`src/common/lpl_defines.vh`:
```
// constants for the load protection latch controller
`ifndef LPL_DEFINES_VH
`define LPL_DEFINES_VH
// status word bit positions
`define LPL_BIT_VOLT 0
`define LPL_BIT_CURR 1
`define LPL_BIT_PWR 2
`define LPL_BIT_TEMP 3
`define LPL_BIT_REV 4
`define LPL_BIT_VSUM 5
`define LPL_BIT_PSUM 6
`define LPL_STAT_W 7
`define LPL_STAT_RST 7'h00
// display codes
`define LPL_DISP_NONE 3'h0
`define LPL_DISP_VOLT 3'h1
`define LPL_DISP_CURR 3'h2
`define LPL_DISP_PWR 3'h3
`define LPL_DISP_TEMP 3'h4
`define LPL_DISP_REV 3'h5
// timing
`define LPL_CLK_NS 10
`define LPL_BEEP_US 100
`define LPL_BEEP_CYC ((`LPL_BEEP_US * 1000) / `LPL_CLK_NS)
`define LPL_CURR_DLY_RST 16'h0064
`define LPL_CURR_LIM_RST 16'hffff
`endif

```
`src/rtl/lpl_ctrl.v`:
```
// load protection latch controller: fault latching, status, trigger and config bits
// Operation
// - a trip sets fault bit, turns input off, beeps, lights clear, shows code, latches
// - while latched, all commands except protection clear are ignored, though a key press still sounds its click
// - only a clear request (key or remote) leaves the latched state
// - a clear with the fault still present latches again at once
// - over-voltage turns input off, shows code, sets voltage flag and voltage summary
// - a fault bit clears only after a clear request and the condition gone
// - over-limit current starts the delay timer and lights clear, input stays on
// - timer reaching delay turns input off, sets current flag and protection summary
// - over-current has enable, limit level and delay settings
// - clear while timer runs untripped restarts the accumulated time, input stays on
// - power above rating is timed; trip only after time exceeds the limit
// - over-power trip turns input off, sets power flag and protection summary
// - over-temperature turns input off, sets temperature flag and protection summary
// - reverse voltage turns input off, lights clear, sets reverse flag and voltage summary
// - status is readable; an enable word picks which events are reported
// - trigger target routes triggers to transient or sequence operation
// - knob enable bit; disabled knob movements are ignored
// - key sound enable bit gates the key click
// - external trigger fires on a falling edge of its input
`include "lpl_defines.vh"
module lpl_ctrl #(
   parameter BEEP_CYC = `LPL_BEEP_CYC
) (
   // clock and reset
   input wire core_clk,
   input wire nrst,
   // raw fault conditions
   input wire volt_cond,
   input wire curr_cond,
   input wire pwr_cond,
   input wire temp_cond,
   input wire rev_cond,
   // over-current settings, delay in clock ticks
   input wire curr_prot_enable,
   input wire [15:0] curr_limit,
   input wire [15:0] curr_delay,
   input wire [15:0] meas_current,
   // over-power time limit in clock ticks
   input wire [15:0] pwr_time_limit,
   // commands from panel or remote
   input wire clear_req,
   input wire input_on_req,
   input wire input_off_req,
   input wire key_press,
   input wire knob_step,
   input wire knob_dir,
   // configuration
   input wire trig_target_list,
   input wire knob_enable,
   input wire key_sound_enable,
   input wire [`LPL_STAT_W-1:0] status_enable,
   // external trigger pin
   input wire ext_trig_n,
   // outputs
   output reg load_input_on,
   output reg beep,
   output reg clear_indicator,
   output reg protection_latched,
   output reg [2:0] protection_display_code,
   output wire [`LPL_STAT_W-1:0] status_word,
   output reg [`LPL_STAT_W-1:0] status_event,
   output reg trig_transient,
   output reg trig_sequence,
   output reg knob_up,
   output reg knob_down,
   output reg key_click
);

////////////////////////////////////////////////////////////////////////////////
// sizes and fixed values
localparam BEEP_W = 24;
localparam [BEEP_W-1:0] BEEP_LOAD = BEEP_CYC[BEEP_W-1:0];
localparam NFLT = 5;
localparam [15:0] TIMER_MAX = 16'hffff;
localparam [BEEP_W-1:0] BEEP_ONE = {{(BEEP_W-1){1'b0}}, 1'b1};
localparam [BEEP_W-1:0] BEEP_ZERO = {BEEP_W{1'b0}};

////////////////////////////////////////////////////////////////////////////////
// internal signals
wire [NFLT-1:0] raw_fault;
wire [NFLT-1:0] fault_sync;
reg trig_meta;
reg trig_sync;
reg trig_prev;
wire trig_fall;
wire volt_s;
wire curr_s;
wire pwr_s;
wire temp_s;
wire rev_s;
reg [15:0] curr_timer;
reg [15:0] pwr_timer;
reg [15:0] next_curr_timer;
reg [15:0] next_pwr_timer;
wire curr_over;
wire curr_trip_now;
wire pwr_trip_now;
wire [NFLT-1:0] trip;
wire [NFLT-1:0] cond;
wire [NFLT-1:0] flags;
wire [NFLT-1:0] next_flags;
wire overvoltage_flag;
wire overcurrent_flag;
wire overpower_flag;
wire overtemp_flag;
wire reverse_voltage_flag;
wire voltage_fault_summary;
wire protection_summary;
wire next_voltage_fault_summary;
wire next_protection_summary;
wire any_trip;
wire next_latched;
wire commands_open;
reg next_input_on;
reg [2:0] next_display_code;
reg [BEEP_W-1:0] beep_cnt;
reg [BEEP_W-1:0] next_beep_cnt;
reg next_beep;
genvar gi;

////////////////////////////////////////////////////////////////////////////////
// synchronisers: the first stage is read only by the second
// faults reset to their idle level, so nothing trips in the two edges after reset
// a condition shorter than one clock may be missed; the causes are slow levels
assign raw_fault = {rev_cond, temp_cond, pwr_cond, curr_cond, volt_cond};

generate
   for (gi = 0; gi < NFLT; gi = gi + 1) begin : g_sync
      reg meta;
      reg sync;
      always @(posedge core_clk or negedge nrst) begin
         if (!nrst) begin
            meta <= 1'b0;
            sync <= 1'b0;
         end else begin
            meta <= raw_fault[gi];
            sync <= meta;
         end
      end
      assign fault_sync[gi] = sync;
   end
endgenerate

// the trigger idles high, so its chain resets high and no false edge follows reset
always @(posedge core_clk or negedge nrst) begin
   if (!nrst) begin
      trig_meta <= 1'b1;
      trig_sync <= 1'b1;
      trig_prev <= 1'b1;
   end else begin
      trig_meta <= ext_trig_n;
      trig_sync <= trig_meta;
      trig_prev <= trig_sync;
   end
end

assign trig_fall = trig_prev & ~trig_sync;
assign volt_s = fault_sync[`LPL_BIT_VOLT];
assign curr_s = fault_sync[`LPL_BIT_CURR];
assign pwr_s = fault_sync[`LPL_BIT_PWR];
assign temp_s = fault_sync[`LPL_BIT_TEMP];
assign rev_s = fault_sync[`LPL_BIT_REV];

////////////////////////////////////////////////////////////////////////////////
// over-current and over-power timers
// the timers count clock ticks, the same unit as their settings
assign curr_over = curr_prot_enable & curr_s & (meas_current > curr_limit);
assign curr_trip_now = curr_over & (curr_timer >= curr_delay);
assign pwr_trip_now = pwr_s & (pwr_timer > pwr_time_limit);

// both timers saturate rather than wrap, so a long fault never looks short
always @* begin
   next_curr_timer = curr_timer;
   if (!curr_over || (clear_req && !curr_trip_now)) begin
      next_curr_timer = 16'h0000;
   end else if (curr_timer != TIMER_MAX) begin
      next_curr_timer = curr_timer + 16'h0001;
   end
end

always @* begin
   next_pwr_timer = pwr_timer;
   if (!pwr_s) begin
      next_pwr_timer = 16'h0000;
   end else if (pwr_timer != TIMER_MAX) begin
      next_pwr_timer = pwr_timer + 16'h0001;
   end
end

always @(posedge core_clk or negedge nrst) begin
   if (!nrst) begin
      curr_timer <= 16'h0000;
      pwr_timer <= 16'h0000;
   end else begin
      curr_timer <= next_curr_timer;
      pwr_timer <= next_pwr_timer;
   end
end

////////////////////////////////////////////////////////////////////////////////
// fault flags, one per cause
assign trip = {rev_s, temp_s, pwr_trip_now, curr_trip_now, volt_s};
assign cond = {rev_s, temp_s, pwr_s, curr_over, volt_s};
assign any_trip = |trip;

generate
   for (gi = 0; gi < NFLT; gi = gi + 1) begin : g_flag
      reg flag;
      // a flag drops only on a clear with its cause gone; a trip always wins
      wire next_flag = trip[gi] | (flag & ~(clear_req & ~cond[gi]));
      always @(posedge core_clk or negedge nrst) begin
         if (!nrst) begin
            flag <= 1'b0;
         end else begin
            flag <= next_flag;
         end
      end
      assign flags[gi] = flag;
      assign next_flags[gi] = next_flag;
   end
endgenerate

assign overvoltage_flag = flags[`LPL_BIT_VOLT];
assign overcurrent_flag = flags[`LPL_BIT_CURR];
assign overpower_flag = flags[`LPL_BIT_PWR];
assign overtemp_flag = flags[`LPL_BIT_TEMP];
assign reverse_voltage_flag = flags[`LPL_BIT_REV];
assign voltage_fault_summary = overvoltage_flag | reverse_voltage_flag;
assign protection_summary = overcurrent_flag | overpower_flag | overtemp_flag;
assign next_voltage_fault_summary = next_flags[`LPL_BIT_VOLT] | next_flags[`LPL_BIT_REV];
assign next_protection_summary = next_flags[`LPL_BIT_CURR] | next_flags[`LPL_BIT_PWR]
                                 | next_flags[`LPL_BIT_TEMP];
assign status_word = {protection_summary, voltage_fault_summary, flags};

////////////////////////////////////////////////////////////////////////////////
// latch and command gate
// latched state persists until a clear finds every trip gone
assign next_latched = any_trip | (protection_latched & ~clear_req);
// commands are ignored in the trip cycle, while latched and in the clearing cycle
assign commands_open = ~any_trip & ~next_latched & ~protection_latched;

always @* begin
   next_input_on = load_input_on;
   if (any_trip) begin
      next_input_on = 1'b0;
   end else if (commands_open) begin
      if (input_off_req) begin
         next_input_on = 1'b0;
      end else if (input_on_req) begin
         next_input_on = 1'b1;
      end
   end
end

// several trips in one cycle show one code: voltage first, current last
always @* begin
   next_display_code = protection_display_code;
   if (trip[`LPL_BIT_VOLT]) begin
      next_display_code = `LPL_DISP_VOLT;
   end else if (trip[`LPL_BIT_REV]) begin
      next_display_code = `LPL_DISP_REV;
   end else if (trip[`LPL_BIT_TEMP]) begin
      next_display_code = `LPL_DISP_TEMP;
   end else if (trip[`LPL_BIT_PWR]) begin
      next_display_code = `LPL_DISP_PWR;
   end else if (trip[`LPL_BIT_CURR]) begin
      next_display_code = `LPL_DISP_CURR;
   end else if (!next_latched) begin
      next_display_code = `LPL_DISP_NONE;
   end
end

// a relatch while already latched does not restart the beep
always @* begin
   next_beep_cnt = beep_cnt;
   next_beep = 1'b0;
   if (any_trip && !protection_latched) begin
      next_beep_cnt = BEEP_LOAD;
      next_beep = 1'b1;
   end else if (beep_cnt != BEEP_ZERO) begin
      next_beep_cnt = beep_cnt - BEEP_ONE;
      next_beep = (beep_cnt != BEEP_ONE);
   end
end

// the event word carries the next state, so it never lags the status word
always @(posedge core_clk or negedge nrst) begin
   if (!nrst) begin
      protection_latched <= 1'b0;
      protection_display_code <= `LPL_DISP_NONE;
      load_input_on <= 1'b0;
      clear_indicator <= 1'b0;
      beep <= 1'b0;
      beep_cnt <= BEEP_ZERO;
      status_event <= `LPL_STAT_RST;
   end else begin
      protection_latched <= next_latched;
      protection_display_code <= next_display_code;
      load_input_on <= next_input_on;
      // the clear lamp also shows a running, untripped over-current timer
      clear_indicator <= next_latched | (curr_over & ~clear_req);
      beep <= next_beep;
      beep_cnt <= next_beep_cnt;
      status_event <= {next_protection_summary, next_voltage_fault_summary, next_flags}
                      & status_enable;
   end
end

////////////////////////////////////////////////////////////////////////////////
// auxiliary: trigger routing and knob blocked while latched
always @(posedge core_clk or negedge nrst) begin
   if (!nrst) begin
      trig_transient <= 1'b0;
      trig_sequence <= 1'b0;
   end else begin
      trig_transient <= trig_fall & ~trig_target_list & ~protection_latched;
      trig_sequence <= trig_fall & trig_target_list & ~protection_latched;
   end
end

always @(posedge core_clk or negedge nrst) begin
   if (!nrst) begin
      knob_up <= 1'b0;
      knob_down <= 1'b0;
   end else begin
      knob_up <= knob_step & knob_dir & knob_enable & ~protection_latched;
      knob_down <= knob_step & ~knob_dir & knob_enable & ~protection_latched;
   end
end

// the key click is panel feedback, so it still sounds while latched
always @(posedge core_clk or negedge nrst) begin
   if (!nrst) begin
      key_click <= 1'b0;
   end else begin
      key_click <= key_press & key_sound_enable;
   end
end

endmodule

```
`config.mk`:
```
export PLATFORM = sky130hd
export DESIGN_NAME = lpl_ctrl
export DESIGN_NICKNAME = d
export VERILOG_FILES = /design/src/rtl/lpl_ctrl.v
export VERILOG_INCLUDE_DIRS = /design/src /design/src/common
export SDC_FILE = /design/constraint.sdc
export NUM_CORES = 1
export LEC_CHECK = 0
export BUFFER_PORTS_ARGS = -buffer_cell sky130_fd_sc_hd__clkbuf_2
export CAP_MARGIN = 20
export CORE_UTILIZATION = 50
export DETAILED_ROUTE_END_ITERATION = 16
export PLACE_DENSITY = 0.74
export SLEW_MARGIN = 10
export SYNTH_ARGS = -nofsm -noshare
export SYNTH_HDL_FRONTEND = slang
export SYNTH_SLANG_ARGS = --single-unit
export TNS_END_PERCENT = 10
```
`constraint.sdc`:
```
create_clock -name core_clk -period 3.6 [get_ports core_clk]
set_input_delay 0.36 -clock core_clk [delete_from_list [all_inputs] [get_ports core_clk]]
set_output_delay 0.36 -clock core_clk [all_outputs]
set_load 0.005 [all_outputs]
```
# ---- Word level (Yosys, flattened, before mapping)
# Cells that the tools add are included.
dict set report word_totals {
  reg_bits 93
  input_bits 89
  out_inout_bits 26
  word_cells 135
}
dict set report classes {
  add_sub_neg 3
  n_lt_le_gt_ge 3
  eq_ne 5
  n_mux 18
  n_bitwise 61
  n_reduce_logical 13
}
# operator count
set ops {}
lappend ops {{$mux W16} 4}
lappend ops {{$mux W24} 2}
lappend ops {{$add A16 B1 Y16 const B} 2}
lappend ops {{$gt A16 B16 Y1} 2}
lappend ops {{$ne A16 B16 Y1 const B} 2}
lappend ops {{$and A1 B1 Y1} 30}
lappend ops {{$ne A24 B1 Y1 const B} 1}
lappend ops {{$reduce_bool A24 Y1} 1}
lappend ops {{$sub A24 B1 Y24 const B} 1}
lappend ops {{$mux W3} 6}
lappend ops {{$not A1 Y1} 17}
lappend ops {{$ge A16 B16 Y1} 1}
lappend ops {{$or A1 B1 Y1} 13}
lappend ops {{$and A7 B7 Y7} 1}
lappend ops {{$mux W1} 6}
lappend ops {{$ne A6 B3 Y1 const B} 1}
lappend ops {{$reduce_bool A2 Y1} 3}
lappend ops {{$reduce_or A5 Y1} 1}
lappend ops {{$logic_not A1 Y1} 3}
lappend ops {{$reduce_bool A3 Y1} 1}
lappend ops {{$logic_and A1 B1 Y1} 2}
lappend ops {{$ne A2 B1 Y1 const B} 1}
lappend ops {{$reduce_and A2 Y1} 1}
lappend ops {{$logic_or A1 B1 Y1} 1}

# ---- Longest topological paths before layout
# Gate-level depths: netlist of the first run.
dict set report depth {
  word_depth 11
  ltp_mapped 9
  ltp_nobuf 8
}

# ---- Worst setup path before layout of the first run
# Ideal clock, no wire load.
dict set report synth_path {
  kind {register to register}
  start {reg curr_timer[0]}
  end {reg curr_timer[10]}
  setup_time_ns 0.121
  arrival_time_ns 2.328
  t_required_ns 3.479
  slack_ns 1.150
  stages_incl_launch_ff 10
  path_buffers 1
  synth_period_minus_slack_ns 2.450
  path_cell_list {dfrtp_1 > inv_1 > ha_1 > nand2b_1 > a2111o_1 > a2111oi_2 > o31ai_2 > o21ai_1 > buf_2 > nor2_1}
}
dict set report synth_via {
  elab_chain_cells 6
  word_cells_on_any_way 10
  cone_classes {add/sub: 1; order compare: 1; eq/ne: 1; mux: 2; bitwise: 1; reduce/logical: 4}
}
# item line
set synth_lines {}
lappend synth_lines {{start, declared} lpl_ctrl.v:93} ;# reg [15:0] curr_timer;
lappend synth_lines {{start signal, assigned} lpl_ctrl.v:197} ;# curr_timer <= next_curr_timer;
lappend synth_lines {{$ge A16 B16 Y1} lpl_ctrl.v:170} ;# assign curr_trip_now = curr_over & (curr_timer >= curr_delay);
lappend synth_lines {{$and A1 B1 Y1} lpl_ctrl.v:170}
lappend synth_lines {{$logic_not A1 Y1} lpl_ctrl.v:176} ;# if (!curr_over || (clear_req && !curr_trip_now)) begin
lappend synth_lines {{$logic_and A1 B1 Y1} lpl_ctrl.v:176}
lappend synth_lines {{$logic_or A1 B1 Y1} lpl_ctrl.v:176}
lappend synth_lines {{$mux W16 or $reduce_bool A2 Y1 (tied branches)} n/a}
# Several ways; a longest one is shown, not always the timed one. The select of a mux whose other input is x is not followed.
# A chain may end at the register's enable or synchronous reset.

# ---- Worst setup path in the final report of the first run
dict set report layout_path {
  start {reg pwr_timer[13]}
  end {reg beep_cnt[11]}
}
dict set report layout_via {
  elab_chain_cells 5
  word_cells_on_any_way 6
  cone_classes {order compare: 1; mux: 1; bitwise: 1; reduce/logical: 3}
}
# item line
set layout_lines {}
lappend layout_lines {{start, declared} lpl_ctrl.v:94} ;# reg [15:0] pwr_timer;
lappend layout_lines {{start signal, assigned} lpl_ctrl.v:198} ;# pwr_timer <= next_pwr_timer;
lappend layout_lines {{$gt A16 B16 Y1 *} lpl_ctrl.v:171} ;# assign pwr_trip_now = pwr_s & (pwr_timer > pwr_time_limit);
lappend layout_lines {{$and A1 B1 Y1 *} lpl_ctrl.v:171}
lappend layout_lines {{$reduce_or A5 Y1 *} lpl_ctrl.v:206} ;# assign any_trip = |trip;
lappend layout_lines {{$logic_and A1 B1 Y1 *} lpl_ctrl.v:279} ;# if (any_trip && !protection_latched) begin
lappend layout_lines {{$mux W24 or $reduce_bool A2 Y1 (tied branches)} n/a}
lappend layout_lines {{end signal, assigned} lpl_ctrl.v:305} ;# beep_cnt <= next_beep_cnt;
lappend layout_lines {{end, declared} lpl_ctrl.v:118} ;# reg [BEEP_W-1:0] beep_cnt;
# Mark *: on every way between the ends. The rest lies on a longest branch, timed or not.

==> results.yml, run 1 <==
run_status:
  outcome: "completed"
global_routing:
  antenna_found_initial: 0
  track_usage_pct: 22.7
  grt_max_degree: 86
  grt_pass1_wl_um: 20100
  grt_overflow_total: 0
  grt_pass1_vias: 4520
synthesis:
  synth.yosys.warnings: 0
  synth.area.top_cells: "dfrtp_1, ha_1, a21oi_1, inv_1, xor2_1"
  synth_top_cell_area_share_pct: 42.0
  synthCells: 565
  yosysTopAreaCell: "dfrtp_1"
  synth_fp_nets: 706
  synth-main-ff-cell: "dfrtp_1"
  synth_edf_count: 0
  synth.distinct_cells: 57
  syn_avg_cell_area_um2: 9.49
  ys_seq_elements: 93
  ys_seq_area_share_pct: 43.5
  async_reset_ff_share_pct: 100
  netlist_top_cells_count: "dfrtp_1, inv_1, ha_1, nor2_1, a21oi_1"
  synthMostInstantiatedCell: "dfrtp_1"
  synth_area_um2: 5360
pwr:
  vdd_drop_max_mv: 0.204
  p_leak_nw: 3.10
  power_mw: 2.28
  power_density_nw_per_um2: 364
cells_and_area:
  layout-drive-gt1-share_pct: 21.1
  fin_util_pct: 60.4
  final_nets: 821
  syn_to_final_growth_pct: 16.9
  n_antenna_cell: 0
routing:
  dr.pass1.iters: 4
  drtIter0Drc: 226
  wl_met3_um: 547
  wirelength_met1_um: 5310
  drc_errors: 0
  wl_per_cell_um: 14.5
  top_layer: "met4"
  finalWirelength_um: 11900
  viasPerCell: 5.45
  vias: 4469
  ant_nets: 0
  met2RoutedLength_um: 5850
sta:
  hold_ws_ns: 0.0724
  setup_viol: 0
  rsz0062_at_grt: "false"
  slew_violations: 0
  fin_tns_setup_ns: 0
  fin_skew_ns: 0.00831
  post-route-min-period_ns: 2.91
  finalHoldViolations: 0
  max-slew-margin-rel_pct: 28.6
  fin_crit_sh_pct: 80.9
  setup_ws_ns: 0.687
  tightest_slew_ns: 1.06
  clock.fmax_ghz: 0.343
critical_path:
  cp-start-kind: "register"
  worstSetupPathType: "reg2reg"
  cp.arrival_ns: 3.12
  regToRegSetupSlack_ns: 0.69
  cp.required_ns: 3.80
  worst_setup_path_end_kind: "register"
  critical_path.max_fanout: 20
clocking:
  cts_tree: "yes"
  cts.sinks: 93
  htreeDepth: 3
  cts_root_buffer: "clkbuf_8"
  cts_buffer_depth: 2
  clk_latency_ns: 0.36
  cts_buffers: 9
  cts.reportedPaths.clkPinSlew_ns: 0.09
  cts_resized: 0
floorplan:
  start_util_pct: 51.7
  io_pins: 115
  rows: 37
  core_um2: 10400
  dieArea_um2: 11100
  die_h_um: 106
  die_width_um: 106
min_path:
  hp-class: "in2reg"
place:
  preCtsSetupSlack_ns: 0.619
  place_hpwl_um: 8930
  io_buffers: 114
  finalWeightedCongestion: 0.841
run:
  maxCapViolations: 0
-- metrics by stage --
step,instance area (um2),std cells
floorplan,5360,565
global placement,6040,803
detailed placement,6040,803
CTS,6230,818
finish,6270,820
global route,6270,820
-- critical path: stages, from the launching register on --
cell and delay, ns:
dfrtp_1 0.46, ha_1 0.33, nand4_1 0.13, nor4_1 0.45, a21boi_0 0.33, o311a_1 0.31
a211o_1 0.59, a21oi_1 0.16
-- flip-flops by register name, indices dropped and copies added, names as in the netlist, 3 cells and up --
signal / cells
pwr_timer: 16
status_event: 7
g_flag.flag: 5
g_sync.meta: 5
curr_timer: 16
protection_display_code: 3
beep_cnt: 24
g_sync.sync: 4
-- report_power, final --
part | internal (mW) | total (mW) | switching, mW
combinational | 0.181 | 0.395 | 0.214
clock | 0.336 | 0.697 | 0.361
sequential | 1.12 | 1.19 | 0.0740
total | 1.63 | 2.28 | 0.650
-- final timing paths --
kind	startpoint	to	depth (start not counted)
worst max-delay path	pwr_timer[13]$_DFFE_PN0P_	beep_cnt[11]$_DFFE_PN0P_	7
worst max register to register	pwr_timer[13]$_DFFE_PN0P_	beep_cnt[11]$_DFFE_PN0P_	7
worst min-delay path	ext_trig_n	trig_meta$_DFF_PN1_	1
max in group asynchronous	nrst	g_flag[4].flag$_DFF_PN0_	4
worst min register to register	g_sync[0].meta$_DFF_PN0_	g_sync[0].sync$_DFF_PN0_	0
min in group asynchronous	nrst	load_input_on$_DFFE_PN0P_	2
-- placed cells by master, fill, tap and decap left out, types with 14 or more instances in the layout --
| cell type | instances |
|---|---|
| clkbuf_2 | 113 |
| dfrtp_1 | 90 |
| inv_1 | 60 |
| ha_1 | 52 |
| nor2_1 | 51 |
| a21oi_1 | 47 |
| nand2_1 | 38 |
| xor2_1 | 22 |
| o21ai_0 | 21 |
| nand3_1 | 20 |
| xnor2_1 | 20 |
| nand4_1 | 14 |
| nor3_1 | 14 |
-- cell type report --
cell class	instances	area, um2
Sequential cell	93	2330
Fill cell	920	4100
Tap cell	136	170
Multi-Input combinational cell	397	2720
Clock buffer	11	141
Clock inverter	4	48.8
Timing Repair Buffer	119	633
Inverter	60	225
-- per-layer routing --
| layer | vias to the layer above | global-route usage [%] |
|---|---|---|
| met2 | 132 | 39.5 |
| met3 | 17 | 4.39 |
| li1 | 2207 | - |
| met4 | 0 | 7.84 |
| met5 | - | 0 |
| met1 | 2113 | 28.3 |
-- cells by family after synthesis --
family	after synthesis	synth area share [%]
AND/OR/NAND/NOR	191	18.0
XOR/XNOR	42	6.86
AO/OA/AOI/OAI	108	12.9
buffers and inverters	75	5.81
multiplexers	4	0.770
flip-flops	93	43.5
adder cells (fa/ha/maj)	52	12.1
-- repair_timing --
item,CTS,global route
setup endpoints to repair,0,0
hold buffers,0,1
buffers inserted,0,0
endpoints found under the hold margin,0,26
Power figures use the tool's default switching activity.
==> run 2, diff against run 1 <==
Settings changed: PLACE_DENSITY 0.74 to 0.77.
Clock period 3.6 ns to 2.65 ns, I/O delays scaled along.
==> run 2 against run 1 <==
Net effect: critical path depth grew 3; power grew 43%; combinational power grew 44%.
==> results.yml, run 2 (synthesis results as in run 1) <==
cells_and_area:
  final_nets: 840
  largest_reg_flops: 24
  syn_to_final_growth_pct: 21.4
  design_area_um2: 6510
  layout-drive-gt1-share_pct: 23.4
  n_antenna_cell: 0
  final_cell_mix: "clkbuf_2, dfrtp_1, inv_1, nor2_1, ha_1"
  fin_cells: 840
  fillers: 866
  final_common_cell: "clkbuf_2"
  multi_input_area_um2: 2770
  ff_latch_area_um2: 2330
  largest_register: "beep_cnt"
  fin_util_pct: 62.8
  top_regs: "beep_cnt (24), curr_timer (16), pwr_timer (16)"
critical_path:
  path_buf_inv: 3
  critical_path.max_fanout: 7
  cp.arrival_ns: 2.80
  critPathTopFamily: "compound AO/OA/AOI/OAI gates"
  ff2ff_path_depth: 10
  path_cells: "inv_2, ha_4, nand2b_4, a2111o_1, a2111oi_4, o31ai_2, buf_4, a211oi_2, buf_4, o21ai_1"
  worst_setup_path_end_kind: "register"
  worstSetupPathType: "reg2reg"
  startpoint: "curr_timer[0]$_DFFE_PN0P_"
  r2r_start: "curr_timer[0]$_DFFE_PN0P_"
  cp-start-kind: "register"
  path_depth: 10
  cp.required_ns: 2.88
  cpMostUsedCell: "buf_4"
  crit_slowest_cell: "a2111oi_4"
  crit_path_max_incr_delay_ns: 0.46
clocking:
  clk_latency_ns: 0.36
  htreeDepth: 3
  cts_root_buffer: "clkbuf_8"
  cts.reportedPaths.clkPinSlew_ns: 0.09
  cts_tree: "yes"
  cts_buffer_depth: 2
  cts_buffers: 9
  cts.sinks: 93
place:
  io_buffers: 114
  placedCellCount: 816
  postPlaceCellArea_um2: 6160
  finalWeightedCongestion: 0.845
  place_hpwl_um: 9060
  preCtsSetupSlack_ns: -0.0950
routing:
  wl_met3_um: 673
  viasPerCell: 5.47
  dr.pass1.iters: 4
  drc_errors: 0
  vias: 4591
  drtIter0Drc: 199
  finalWirelength_um: 12200
  ant_nets: 0
  top_layer: "met4"
  wl_per_cell_um: 14.5
  met2RoutedLength_um: 5980
  wirelength_met1_um: 5270
run:
  maxCapViolations: 0
pwr:
  swShare_pct: 27.6
  comb_power_share_pct: 17.4
  p_leak_nw: 3.22
  p_seq_share_pct: 49.7
  p_sw_uw: 900
  p_int_mw: 2.36
  p_clk_share_pct: 32.9
  power_density_nw_per_um2: 501
  vdd_drop_max_mv: 0.244
  power_mw: 3.26
min_path:
  min_path_cells: 1
  hp-class: "in2reg"
  hp-start: "rev_cond"
sta:
  fin_skew_ns: 0.0119
  slew_violations: 0
  fin_crit_sh_pct: 97.0
  setup_ws_ns: 0.0793
  setup_viol: 0
  post-route-min-period_ns: 2.57
  tightest_slew_ns: 0.794
  clock.fmax_ghz: 0.389
  finalHoldViolations: 0
  max-slew-margin-rel_pct: 47.0
run_status:
  outcome: "completed"
floorplan:
  start_util_pct: 51.7
  dieArea_um2: 11100
  core_um2: 10400
  rows: 37
  die_width_um: 106
  die_h_um: 106
  io_pins: 115
global_routing:
  grt_max_degree: 94
  grt_overflow_total: 0
  grt_pass1_vias: 4466
  grt_pass1_wl_um: 20100
  antenna_found_initial: 0
  track_usage_pct: 22.7
-- run 2: cell count changes in the layout (fill, tap and decap cells not counted), sizes merged --
cell,before,now
buf,5,19
clkinv,3,2
bufinv,1,2
clkbuf,124,125
dlygate4sd3,1,6
-- run 2: through the flow --
step | hold slack [ns] | setup TNS (ns)
after detailed placement | 0.340 | -0.170
after CTS | 0.00534 | 0
after floorplan | -0.0306 | 0
after global routing | 0.00242 | -0.0266
after global placement | 0.336 | 0
final | 0.0274 | 0
-- run 2: cell type report --
type	instances	area share, %
clock buffer	12	2.38
clock inverter	4	1.08
inverter	60	3.46
multi-input combinational	397	42.5
sequential	93	35.8
tap	136	2.61
timing repair buffer	138	12.2
-- run 2: worst paths after layout --
check / slack [ns] / endpoint
setup / recovery: 0.08 / beep_cnt[4]$_DFFE_PN0P_
hold / removal: 0.03 / g_sync[4].meta$_DFF_PN0_
setup reg to reg: 0.08 / beep_cnt[4]$_DFFE_PN0P_
hold reg to reg: 0.36 / g_sync[0].sync$_DFF_PN0_
max in group asynchronous: 1.75 / pwr_timer[7]$_DFFE_PN0P_
min in group asynchronous: 0.44 / load_input_on$_DFFE_PN0P_
-- run 2: repair_timing --
| item | 4_1_cts | 5_1_grt |
|---|---|---|
| buffers inserted | 0 | 2 |
| setup endpoints to repair | 15 | 43 |
| gates resized for setup | 2 | 13 |
| pin swaps | 0 | 4 |
| hold buffers | 4 | 2 |
| cloned | 0 | 0 |
| hold endpoints to repair | 93 | 2 |
-- run 2: per-layer routing --
layer / vias up / global-route usage (%)
li1: 2235 / -
met1: 2201 / 29.0
met2: 134 / 38.4
met3: 21 / 4.39
met4: 0 / 8.43
met5: - / 0
-- run 2: power by group through the flow --
stage / Combinational (mW) / Sequential (mW) / Clock (mW)
floorplan: 0.350 / 1.62 / 0
global placement: 0.522 / 1.64 / 0
detailed placement: 0.550 / 1.65 / 0
CTS: 0.558 / 1.62 / 1.09
global route: 0.640 / 1.64 / 1.15
finish: 0.568 / 1.62 / 1.07
